[src/core/sam_defs.svh]
// Offsets, field positions, reset values and codes of the SDRAM address multiplexer
`ifndef SAM_DEFS_SVH
`define SAM_DEFS_SVH
`define SAM_OFS_AREA2 8'h00
`define SAM_OFS_AREA3 8'h04
`define SAM_OFS_SDCTRL 8'h08
`define SAM_OFS_STATUS 8'h0C
`define SAM_TYPE_LSB 0
`define SAM_BSZ_LSB 4
`define SAM_ROW_LSB 0
`define SAM_COL_LSB 2
`define SAM_AREA_RST 32'h0000_0000
`define SAM_SDCTRL_RST 32'h0000_0000
`define SAM_TYPE_SDRAM 3'h4
`define SAM_BSZ_16 2'h2
`define SAM_BSZ_32 2'h3
`define SAM_ROW_11 2'h0
`define SAM_ROW_12 2'h1
`define SAM_COL_8 2'h0
`define SAM_PLAIN_LSB 18
`endif

[src/core/sam_pkg.sv]
// Types shared by the SDRAM address multiplexer
package sam_pkg;
   // Command presented with the address
   typedef enum logic [1:0] {SAM_CMD_NONE, SAM_CMD_ACTV, SAM_CMD_RDWR} sam_cmd_t;
   // Access request from the command sequencer
   typedef struct packed
   {
      logic valid;
      logic area3;
      sam_cmd_t cmd;
      logic auto_pre;
      logic [25:0] addr;
   } sam_req_t;
   // Pin group driven towards the memory
   typedef struct packed
   {
      logic sdram_sel;
      logic legal;
      logic [25:0] pins;
   } sam_pins_t;
endpackage

[src/core/sam_addr_mux.sv]
// SDRAM row/column address multiplexer with Wishbone configuration registers
//
// Implementation choices: the address map and register access over Wishbone.
`timescale 1ns/1ps
`include "sam_defs.svh"
////////////////////////////////////////////////////////////////////////////////
//Contract
// - Pick layout from bus, row, column fields
// - Pins 18 to 25 carry plain address
// - 16-bit bus: memory A0 on pin A1 (not built: a 16-bit area is flagged illegal and its pins pass through)
// - 32-bit bus: memory A0 on pin A2
// - Row code 00/01 is 11/12; col 00 is 8
// - 32/11/8: row shifts 8, banks 21,22
// - 32/12/8: row bits 8-21, banks 22,23
// - Column phase precharge line gets mode bit
// - Multiplexing only when area type is 100
module sam_addr_mux
   import sam_pkg::*;
#(
   parameter int AW = 26 // Address pin count
)
(
   input wire logic mclk_i,
   input wire logic nrst_i,
   // Wishbone slave
   input wire logic wb_cyc_i,
   input wire logic wb_stb_i,
   input wire logic wb_we_i,
   input wire logic [7:0] wb_adr_i,
   input wire logic [3:0] wb_sel_i,
   input wire logic [31:0] wb_dat_i,
   output logic [31:0] wb_dat_o,
   output logic wb_ack_o,
   // Access request from the sequencer
   input wire sam_req_t req_i,
   // Address pins and status
   output sam_pins_t pins_o
);
   ////////////////////////////////////////////////////////////////////////////////
   // Elaboration check: the mapping tables assume 26 pins
   if (AW != 26)
   begin : g_bad_aw
      $error("sam_addr_mux supports only AW = 26");
   end

   ////////////////////////////////////////////////////////////////////////////////
   // Registers
   logic [31:0] area2_bus_ctrl_reg; // Area 2 type and bus size
   logic [31:0] area3_bus_ctrl_reg; // Area 3 type and bus size
   logic [31:0] sdram_ctrl_reg; // Row and column widths, area 2 low byte, area 3 byte 1
   logic wb_hit; // Cycle addressed to this slave
   logic [31:0] next_rdata; // Read data selected by address
   logic [31:0] wmask; // Byte-lane write mask

   assign wb_hit = wb_cyc_i && wb_stb_i && !wb_ack_o;
   assign wmask = {{8{wb_sel_i[3]}}, {8{wb_sel_i[2]}}, {8{wb_sel_i[1]}}, {8{wb_sel_i[0]}}};

   // Ack one cycle after the strobe, dropped the next cycle
   always_ff @(posedge mclk_i)
   begin
      if (!nrst_i)
         wb_ack_o <= 1'b0;
      else
         wb_ack_o <= wb_hit;
   end

   // Register writes, byte lanes honoured; unmapped writes are dropped
   always_ff @(posedge mclk_i)
   begin
      if (!nrst_i)
      begin
         area2_bus_ctrl_reg <= `SAM_AREA_RST;
         area3_bus_ctrl_reg <= `SAM_AREA_RST;
         sdram_ctrl_reg <= `SAM_SDCTRL_RST;
      end
      else if (wb_hit && wb_we_i)
      begin
         unique case (wb_adr_i)
            `SAM_OFS_AREA2:
               area2_bus_ctrl_reg <= (area2_bus_ctrl_reg & ~wmask) | (wb_dat_i & wmask);
            `SAM_OFS_AREA3:
               area3_bus_ctrl_reg <= (area3_bus_ctrl_reg & ~wmask) | (wb_dat_i & wmask);
            `SAM_OFS_SDCTRL:
               sdram_ctrl_reg <= (sdram_ctrl_reg & ~wmask) | (wb_dat_i & wmask);
            default:
            begin
            end
         endcase
      end
   end

   ////////////////////////////////////////////////////////////////////////////////
   // Field selection for the addressed area
   logic [7:0] area_ctrl; // Bus control byte of the selected area
   logic [7:0] sd_ctrl; // SDRAM width byte of the selected area
   logic [2:0] type_f; // Memory type field
   logic [1:0] bus_size_field; // Bus width code
   logic [1:0] row_width_field; // Row width code
   logic [1:0] col_width_field; // Column width code
   logic is_sdram; // Area holds SDRAM
   logic combo_ok; // Setting is a supported combination

   assign area_ctrl = req_i.area3 ? area3_bus_ctrl_reg[7:0] : area2_bus_ctrl_reg[7:0];
   assign sd_ctrl = req_i.area3 ? sdram_ctrl_reg[15:8] : sdram_ctrl_reg[7:0];
   assign type_f = area_ctrl[`SAM_TYPE_LSB +: 3];
   assign bus_size_field = area_ctrl[`SAM_BSZ_LSB +: 2];
   assign row_width_field = sd_ctrl[`SAM_ROW_LSB +: 2];
   assign col_width_field = sd_ctrl[`SAM_COL_LSB +: 2];
   assign is_sdram = (type_f == `SAM_TYPE_SDRAM);
   // Only the 32-bit, 8-column layouts with 11 or 12 row bits are built; anything else is flagged illegal
   assign combo_ok = (bus_size_field == `SAM_BSZ_32) && (col_width_field == `SAM_COL_8)
                     && (row_width_field == `SAM_ROW_11
                     || row_width_field == `SAM_ROW_12);

   // Read mux; unmapped addresses read zero
   always_comb
   begin
      next_rdata = 32'h0000_0000;
      unique case (wb_adr_i)
         `SAM_OFS_AREA2: next_rdata = area2_bus_ctrl_reg;
         `SAM_OFS_AREA3: next_rdata = area3_bus_ctrl_reg;
         `SAM_OFS_SDCTRL: next_rdata = sdram_ctrl_reg;
         `SAM_OFS_STATUS: next_rdata = {28'h0000000, pins_o.legal, pins_o.sdram_sel,
                                        is_sdram, combo_ok};
         default: next_rdata = 32'h0000_0000;
      endcase
   end

   // Read data registered with the ack
   always_ff @(posedge mclk_i)
   begin
      if (!nrst_i)
         wb_dat_o <= 32'h0000_0000;
      else if (wb_hit)
         wb_dat_o <= next_rdata;
   end

   ////////////////////////////////////////////////////////////////////////////////
   // Address mapping
   logic [25:0] row_map; // Row-phase pin image
   logic [25:0] col_map; // Column-phase pin image
   logic [25:0] next_pins; // Pin image chosen by command

   // Build row and column images for the selected layout
   always_comb
   begin
      row_map = req_i.addr;
      col_map = req_i.addr;
      // Longword addressing: memory A0 sits on pin A2 in both images
      row_map[17:0] = req_i.addr[25:8];
      if (row_width_field == `SAM_ROW_12)
      begin
         // Banks on pins 14/15, pin 13 keeps its own bit in column phase
         col_map[15:14] = req_i.addr[23:22];
      end
      else
      begin
         // Banks on pins 13/14
         col_map[14:13] = req_i.addr[22:21];
      end
      col_map[12] = req_i.auto_pre;
      row_map[25:18] = req_i.addr[25:18];
      col_map[25:18] = req_i.addr[25:18];
   end

   // 16-bit bus would put memory A0 on pin A1; only built as a pass-through here
   // because no 16-bit layout is tabulated.
   always_comb
   begin
      next_pins = req_i.addr;
      if (is_sdram && combo_ok)
      begin
         unique case (req_i.cmd)
            SAM_CMD_ACTV: next_pins = row_map;
            SAM_CMD_RDWR: next_pins = col_map;
            SAM_CMD_NONE: next_pins = req_i.addr;
         endcase
      end
   end

   // Pins registered; they hold their value between requests
   always_ff @(posedge mclk_i)
   begin
      if (!nrst_i)
         pins_o <= '0;
      else if (req_i.valid)
      begin
         pins_o.pins <= next_pins;
         pins_o.sdram_sel <= is_sdram;
         pins_o.legal <= combo_ok;
      end
   end

   ////////////////////////////////////////////////////////////////////////////////
   // Assertions
   a_plain_pins: assert property (@(posedge mclk_i) disable iff (!nrst_i)
      $past(req_i.valid) |-> pins_o.pins[25:18] == $past(req_i.addr[25:18]))
      else $error("high address pins not plain");
   a_row_shift: assert property (@(posedge mclk_i) disable iff (!nrst_i)
      $past(req_i.valid && is_sdram && combo_ok && req_i.cmd == SAM_CMD_ACTV)
      |-> pins_o.pins[17:0] == $past(req_i.addr[25:8]))
      else $error("row image wrong");
   a_precharge_bit: assert property (@(posedge mclk_i) disable iff (!nrst_i)
      $past(req_i.valid && is_sdram && combo_ok && req_i.cmd == SAM_CMD_RDWR)
      |-> pins_o.pins[12] == $past(req_i.auto_pre))
      else $error("precharge line wrong");
   // Column image with 11 row bits: banks on 14/13, pins 11..0 keep their own bits
   a_bank_11: assert property (@(posedge mclk_i) disable iff (!nrst_i)
      $past(req_i.valid && is_sdram && combo_ok && req_i.cmd == SAM_CMD_RDWR
      && row_width_field == `SAM_ROW_11)
      |-> (pins_o.pins[14:13] == $past(req_i.addr[22:21]))
      && (pins_o.pins[11:0] == $past(req_i.addr[11:0])))
      else $error("bank 11-row wrong");
   a_bank_12: assert property (@(posedge mclk_i) disable iff (!nrst_i)
      $past(req_i.valid && is_sdram && combo_ok && req_i.cmd == SAM_CMD_RDWR
      && row_width_field == `SAM_ROW_12)
      |-> pins_o.pins[15:13] == {$past(req_i.addr[23:22]), $past(req_i.addr[13])})
      else $error("bank 12-row wrong");
   a_type_gate: assert property (@(posedge mclk_i) disable iff (!nrst_i)
      $past(req_i.valid && !is_sdram) |-> pins_o.pins == $past(req_i.addr)
      && !pins_o.sdram_sel)
      else $error("non-SDRAM area multiplexed");
   a_combo_flag: assert property (@(posedge mclk_i) disable iff (!nrst_i)
      $past(req_i.valid) |-> pins_o.legal == $past(bus_size_field == `SAM_BSZ_32
      && col_width_field == `SAM_COL_8 && row_width_field[1] == 1'b0))
      else $error("legal flag wrong");
   a_pins_hold: assert property (@(posedge mclk_i) disable iff (!nrst_i)
      !req_i.valid ##1 nrst_i |-> $stable(pins_o.pins))
      else $error("pins moved without request");
endmodule

[config.mk]
export PLATFORM = sky130hd
export DESIGN_NAME = sam_addr_mux
export DESIGN_NICKNAME = d
export VERILOG_FILES = /design/src/core/sam_pkg.sv /design/src/core/sam_addr_mux.sv
export VERILOG_INCLUDE_DIRS = /design/src /design/src/core
export SDC_FILE = /design/constraint.sdc
export NUM_CORES = 1
export LEC_CHECK = 0
export BUFFER_PORTS_ARGS = -buffer_cell sky130_fd_sc_hd__buf_2
export CAP_MARGIN = 20
export CORE_MARGIN = 10
export CORE_UTILIZATION = 45
export CTS_CLUSTER_DIAMETER = 40
export DETAILED_ROUTE_END_ITERATION = 6
export PLACE_DENSITY = 0.78
export SLEW_MARGIN = 30
export SYNTH_ARGS = -nofsm -noshare
export SYNTH_HDL_FRONTEND = slang
export SYNTH_SLANG_ARGS = --single-unit
[constraint.sdc]
create_clock -name mclk_i -period 3.1 [get_ports mclk_i]
set_input_delay 0.465 -clock mclk_i [delete_from_list [all_inputs] [get_ports mclk_i]]
set_output_delay 0.465 -clock mclk_i [all_outputs]
set_load 0.1 [all_outputs]
* After elaboration in Yosys (flattened, before gate mapping)
Index checks and enable logic that the tools add are counted.
Cells by class: equality and inequality tests 8, muxes and demuxes 7, bitwise logic cells 8, reductions and logical operators 15
Operators with widths (count):
- AND 32 bit | 4
- case mux 32 bit (4 select lines) | 1
- OR 32 bit | 3
- case mux 26 bit (3 select lines) | 1
- NOT 32 bit | 1
- 2-to-1 mux 26 bit | 1
- == test 8 x 4 -> 1 bit (second input constant) | 2
- == test 8 x 3 -> 1 bit (second input constant) | 1
- logical NOT 8 bit | 1
- logical AND 1 bit | 6
- logical NOT 2 bit | 3
- 2-to-1 mux 6 bit | 1
- AND reduction 2 bit | 3
- == test 2 x 1 -> 1 bit (second input constant) | 2
- == test 2 bit (second input constant) | 2
- 2-to-1 mux 4 bit | 1
- == test 3 bit (second input constant) | 1
- 2-to-1 mux 1 bit | 2
- logical NOT 1 bit | 1
- logical OR 1 bit | 1
Word-level totals: flip-flop bits (word level) 157, bits of input ports 80, output and inout port bits 61, word-level logic and storage cells 46

* Depth between registers and ports, before layout
Gate-level depths: netlist of run 1.
depth in word-level cells 6, mapped depth 7, mapped depth without buffers 5

* Worst setup path after synthesis of run 1
No wires, ideal clock.
path kind flip-flop to flip-flop, from register wb_ack_o, to register (tool-made name), library setup time 0.129 ns, arrival time 2.088 ns, data required time 2.971 ns, path slack 0.883 ns, cell stages (with the launch flop) 7, buffers on the path 1, clock period less this slack 2.217 ns, cells stage by stage dfxtp_1 nand3b_1 nor3_4 nand4_1 clkbuf_1 nand3_1 o21ai_0
RTL lines:
- start: declaration | RTL line sam_addr_mux.sv:33 | output logic wb_ack_o,
- start signal: assignment | RTL line sam_addr_mux.sv:64 | wb_ack_o <= wb_hit;

==> results.ini, run 1 <==
[job]
max-cap-violations=0

[floorplanning]
fp.dieArea_um2=19500
ioPinCount=141
die_x_um=140
rows=43
die-height_um=140
start_util=0.461
coreArea_um2=13900

[critical_path]
rr_worst_depth=6
rrSetupSlack_ns=0.76
crit_end=pins_o[16]
reg2reg_to=pins_o[16]
critPathKind=reg -> reg
cp_max_fo=9
required_ns=3.36
max_stage_delay_ns=0.57
arrival_ns=2.60
cp_slowest_cell=or4b_1
startpoint_type=flip-flop
cp_cell_sequence=or4b_1 -> o22a_2 -> nor3b_4 -> buf_4 -> mux2i_1 -> a21oi_1
crit_path_end_kind=flip-flop

[cts]
cts_made_buffers=17
cts_resized=0
cts_buffer_depth=2
postCtsSetupRepairBufs=0
postCtsHoldBufs=0
cts_root_buf=clkbuf_16
cts_tree=built
cts_max_level=4
clk_pin_slew_ns=0.06
clock_latency_ns=0.41
cts.sinks=157

[synthesis]
yosysMostFrequentCell=dfxtp_1
synth-seq-cells=157
synthCells=708
yosys-top-cells-count=dfxtp_1, mux2i_1, nand2_1
ys_warn_count=0
synth_edf_count=0
syn_area_um2=6430
avgSynthCellArea_um2=9.08
yosys.area.top_type=dfxtp_1
synth_ff_type=dfxtp_1
synth.top_cell.area_share=0.489
synth_area_leaders=dfxtp_1, mux2i_1, o21ai_0
synth.distinct_cells=32
synth_nets=788
ys_seq_area_frac=0.489
synthArstFlopShare=0

[outcome]
status=complete, no violations

[power_and_ir_drop]
ir_worst_vdd_v=0.000346
power.density_nw_per_um2=601
p_leak_nw=3.65

[sta]
setup_tns_ns=0
whs_ns=0.302
slew_viol_final=0
grt_setup_unrepaired=no
min_period_over_period=0.756
fmax_mhz=426
final_hold_viol_count=0
slew_headroom=0.466
setup_viol=0
worst_pin_slew_ns=0.800
min_period_ns=2.34
skew_ns=0.00582

[place]
globalplace.congestion=0.804
dp_hpwl_mm=12.3
numPortBuffers=140

[route]
drt_iter0_drc=440
vias=5523
routed_via_density=5.41
drtPass1Iterations=5
wl_mm=17.3
drtAntennaViolNets=0
wl_per_cell_um=17.0
drc=0

[global_route]
grt_pass1_wl_mm=28.5
grt_pass1_vias=5585
grtUsageTotal=0.177
antenna_found_initial=3
grt_overflow_total=0
grt_start_max_net_pins=49

[final_layout]
fillCellCount=1247
syn2layout_area_growth_pct=22.6
nets=909
drive_above_1_share=0.230

[min_path]
hold_class=in -> reg

-- through the flow --
stage | power (mW) | setup slack [ns] | util | cell area [µm²] | std cells
after floorplan | 2.40 | 0.883 | - | 6430 | 708
after global placement | 2.53 | 0.487 | 0.520 | 7240 | 990
after detailed placement | 2.53 | 0.459 | 0.520 | 7240 | 990
after CTS | 4.77 | 0.752 | 0.565 | 7880 | 1018
after global routing | 4.89 | 0.580 | 0.565 | 7880 | 1018
final | 4.74 | 0.755 | 0.566 | 7880 | 1020
-- area by class of cell --
cell class	count	area, µm²	share of cell area
sequential	157	3140	0.399
multi-input combinational	501	3090	0.392
timing repair buffer	151	786	0.0997
clock buffer	21	470	0.0597
tap	180	225	0.0286
clock inverter	7	163	0.0206
antenna	2	5.00	0.000635
inverter	1	3.75	0.000476
-- layout by cell type, fill, tap and decap left out, types with 3 or more instances in the layout --
| master | count |
|---|---|
| dfxtp_1 | 157 |
| buf_2 | 139 |
| mux2i_1 | 117 |
| nand2_1 | 105 |
| o21ai_0 | 82 |
| nor2_1 | 78 |
| nand3_1 | 32 |
| a22oi_1 | 32 |
| clkbuf_16 | 17 |
| a21oi_1 | 16 |
| buf_4 | 12 |
| nand3b_1 | 5 |
| a31oi_1 | 5 |
| bufinv_16 | 5 |
| nand4_1 | 4 |
| nand2_2 | 4 |
| clkbuf_8 | 3 |
-- power breakdown --
part	leakage, nW	internal (mW)	switching, mW
clock	0.307	1.47	0.781
combinational	2.08	0.0975	0.333
sequential	1.27	2.04	0.0127
-- worst max-delay path: cells and delay by family, from the launching register on --
family	cells	cell delay (ns)
buffers and inverters	1	0.28
AND/OR/NAND/NOR	2	0.97
multiplexers	1	0.20
AO/OA/AOI/OAI	2	0.39
flip-flops	1	0.34
-- kinds of logic (layout without fill, tap and decap cells) --
family,after synthesis,in the layout,synth area share
flops,157,157,0.489
compound gates,140,140,0.125
other cells,0,2,0
simple gates,242,242,0.165
mux,119,119,0.189
buf+inv,50,180,0.0311
-- how the worst min path moves through the flow --
stage	startpoint	to	slack (ns)	depth (start not counted)
final	wb_dat_i[0]	flip-flop	0.30	3
after floorplan	flip-flop	flip-flop	0.44	2
after global placement	flip-flop	flip-flop	0.44	2
after detailed placement	flip-flop	flip-flop	0.45	2
after CTS	wb_dat_i[29]	flip-flop	0.28	3
after global routing	wb_dat_i[0]	flip-flop	0.30	3
-- metal layers --
| metal | GRT usage | routed length (µm) |
|---|---|---|
| met5 | 0 | 7 |
| met2 | 0.275 | 7970 |
| met1 | 0.213 | 7530 |
| met4 | 0.0610 | 220 |
| met3 | 0.0769 | 1620 |
Note: power is estimated with default switching activity, not from simulation.
==> inputs of run 2 (changes only) <==
--- a/config.mk
+++ b/config.mk
@@ -6,13 +6,14 @@
 export SDC_FILE = /design/constraint.sdc
 export NUM_CORES = 1
 export LEC_CHECK = 0
+export ABC_AREA = 1
 export BUFFER_PORTS_ARGS = -buffer_cell sky130_fd_sc_hd__buf_2
 export CAP_MARGIN = 20
 export CORE_MARGIN = 10
 export CORE_UTILIZATION = 45
 export CTS_CLUSTER_DIAMETER = 40
 export DETAILED_ROUTE_END_ITERATION = 6
-export PLACE_DENSITY = 0.78
+export PLACE_DENSITY = 0.77
 export SLEW_MARGIN = 30
 export SYNTH_ARGS = -nofsm -noshare
 export SYNTH_HDL_FRONTEND = slang
==> constraint.sdc (replaced) <==
create_clock -name mclk_i -period 2.4 [get_ports mclk_i]
set_input_delay 0.36 -clock mclk_i [delete_from_list [all_inputs] [get_ports mclk_i]]
set_output_delay 0.36 -clock mclk_i [all_outputs]
set_load 0.1 [all_outputs]
==> results.ini, run 2 <==
[outcome]
status=complete, no violations

[synthesis]
post_synth_and_or_nand_nor_area_fraction=0.236  ; +0.0709
synth.distinct_cells=31  ; -3.1%
synth_area_leaders=dfxtp_1, nand2_1, a21oi_1
synth_nets=1064  ; +35%
synthArstFlopShare=0  ; unchanged
synth-seq-cells=157  ; unchanged
synthAdderAreaFrac=0  ; unchanged
ys_warn_count=0  ; unchanged
yosys-top-cells-count=nand2_1, dfxtp_1, a21oi_1
avgSynthCellArea_um2=7.58  ; -17%
synth.top_cell.area_share=0.422  ; -0.0674
yosys.area.top_type=dfxtp_1
synth_mux_area_frac=0  ; -0.189
syn_area_um2=7450  ; +16%
synth_edf_count=0  ; unchanged
synthXorXnorAreaFrac=0  ; unchanged
yosysMostFrequentCell=nand2_1
synthCells=984  ; +39%
synth_compound_area_frac=0.229  ; +0.104
synth_top_family_by_area=simple AND/OR/NAND/NOR gates
synth_ff_type=dfxtp_1
ys_seq_area_frac=0.422  ; -0.0674

[cts]
postCtsHoldBufs=0  ; unchanged
cts_tree=built
clock_latency_ns=0.44  ; +0.03 ns
cts_resized=0  ; unchanged
postCtsSetupRepairBufs=0  ; unchanged
cts.sinks=157  ; unchanged
cts_made_buffers=17  ; unchanged
cts_max_level=4  ; unchanged
cts_buffer_depth=2  ; unchanged
cts_root_buf=clkbuf_16
clk_pin_slew_ns=0.06  ; about the same

[sta]
slew_headroom=0.574  ; +0.108
setup_tns_ns=0  ; unchanged
fmax_mhz=591  ; +39%
min_period_over_period=0.705  ; -0.0515
grt_setup_unrepaired=no
setup_viol=0  ; unchanged
skew_ns=0.0176  ; +0.0118 ns
final_hold_viol_count=0  ; unchanged
min_period_ns=1.69  ; -0.653 ns
slew_viol_final=0  ; unchanged
worst_pin_slew_ns=0.638  ; -0.163 ns

[final_layout]
postLayoutCoreUtil=0.548  ; -0.0175
final_common_cell=nand2_1
mostFrequentLayoutCells=nand2_1, dfxtp_1, buf_2
drive_above_1_share=0.273  ; +0.0423
nets=1182  ; +30%
syn2layout_area_growth_pct=18.1

[place]
globalplace.congestion=0.891  ; +11%
numPortBuffers=140  ; unchanged
dp_hpwl_mm=14.1  ; +15%

[power_and_ir_drop]
power.density_nw_per_um2=692  ; +15%
p_leak_nw=3.57  ; -2.3%
ir_worst_vdd_v=0.000502  ; +45%

[critical_path]
startpoint_type=flip-flop
cp_cell_sequence=nor2_2 -> nand2_2 -> nor2_4 -> buf_4 -> nand3_4 -> o21ai_0 -> a21oi_1
crit_path_end_kind=flip-flop
worstSetupStartpoint=wb_ack_o
rrSetupSlack_ns=0.71  ; -0.05 ns
r2r-start=wb_ack_o
required_ns=2.72  ; -0.64 ns
max_stage_delay_ns=0.34  ; -0.23 ns
cp_max_fo=16  ; +7
cp_slowest_cell=nor2_4
critPathKind=reg -> reg
rr_worst_depth=7  ; +1
arrival_ns=2.01  ; -0.59 ns

[route]
vias=6745  ; +22%
routed_via_density=5.06  ; -6.6%
wl_per_cell_um=14.9  ; -12%
drtPass1Iterations=5  ; unchanged
drc=0  ; unchanged
wl_mm=19.8  ; +14%
wl_met3_mm=1.18  ; -27%
drtAntennaViolNets=0  ; unchanged
route.met2.wl_mm=9.29  ; +17%
wl_met1_mm=8.75  ; +16%
top_layer_used=met5
drt_iter0_drc=547  ; +24%

[floorplanning]
start_util=0.464  ; +0.00298
ioPinCount=141  ; unchanged
die-height_um=149  ; +6.6%
fp.dieArea_um2=22100  ; +14%
die_x_um=149  ; +6.6%
coreArea_um2=16100  ; +15%
rows=46  ; +7.0%

[global_route]
grt_start_max_net_pins=104  ; +110%
antenna_found_initial=3  ; unchanged
grt_pass1_vias=6395  ; +15%
grtUsageTotal=0.177  ; +0.000301
grt_pass1_wl_mm=31.9  ; +12%
grt_overflow_total=0  ; unchanged

[min_path]
min_path_cells=3  ; unchanged
min_delay_worst_endpoint=pins_o[21]
hold_path.startpoint=req_i[21]
hold_class=in -> reg

[job]
max-cap-violations=0  ; unchanged

-- run 2: changes by cell type in the layout (fill, tap and decap cells not counted), moves of 20 or more --
cell / previous run / this run
nand2_1: 105 / 210
mux2i_1: 117 / 0
a22oi_1: 32 / 0
o21ai_1: 0 / 23
inv_1: 0 / 108
a21oi_1: 16 / 128
a21oi_2: 0 / 20
nand2_2: 4 / 48
nor2_1: 78 / 43
o211ai_2: 0 / 21
-- run 2: worst max-delay path by stage --
stage	to	cells after the start	slack [ns]
after floorplan	wb_dat_o[24]	7	0.49
final	flip-flop	7	0.71
after global routing	flip-flop	6	0.54
after detailed placement	flip-flop	7	0.37
after global placement	flip-flop	9	0.42
after CTS	flip-flop	7	0.70
-- run 2: final cells by class --
cell class | count | area, µm²
clock buffer | 18 | 439
sequential | 157 | 3140
multi-input combinational | 653 | 3470
clock inverter | 14 | 183
timing repair buffer | 157 | 841
inverter | 116 | 448
antenna | 3 | 7.51
fill | 1484 | 7260
tap | 216 | 270
-- run 2: cell families (layout without fill, tap and decap cells) --
| logic type | count (synthesis) | in the layout |
|---|---|---|
| AOI/OAI and AO/OA | 292 | 292 |
| and+or+nand+nor | 361 | 361 |
| buffers and inverters | 174 | 305 |
| other | 0 | 3 |
| DFF | 157 | 157 |
-- run 2: through the flow --
| step | hold WS, ns | std cells | worst slack [ns] | total power, mW | instance area [µm²] |
|---|---|---|---|---|---|
| after floorplan | 0.424 | 984 | 0.490 | 3.12 | 7450 |
| after global placement | 0.431 | 1299 | 0.421 | 3.31 | 8170 |
| after detailed placement | 0.436 | 1299 | 0.375 | 3.31 | 8170 |
| after CTS | 0.176 | 1331 | 0.695 | 6.13 | 8790 |
| after global routing | 0.200 | 1332 | 0.544 | 6.29 | 8800 |
| final | 0.186 | 1334 | 0.708 | 6.09 | 8800 |
-- run 2: where the power goes --
part / total [mW] / switching (mW) / internal [mW]
Combinational: 0.607 / 0.466 / 0.141
Clock: 2.84 / 1.15 / 1.69
Sequential: 2.65 / 0.0137 / 2.63
-- run 2: routing by layer --
metal	GRT usage	vias to the layer above
met3	0.0488	45
met2	0.273	203
met5	0	-
li1	-	3465
met4	0.0902	2
met1	0.222	3030
-- run 2: worst max-delay path, delay by kind of cell, from the launching register on --
| family | cells | cell delay (ns) |
|---|---|---|
| flops | 1 | 0.31 |
| compound gates | 2 | 0.29 |
| buf+inv | 1 | 0.23 |
| simple gates | 4 | 0.75 |
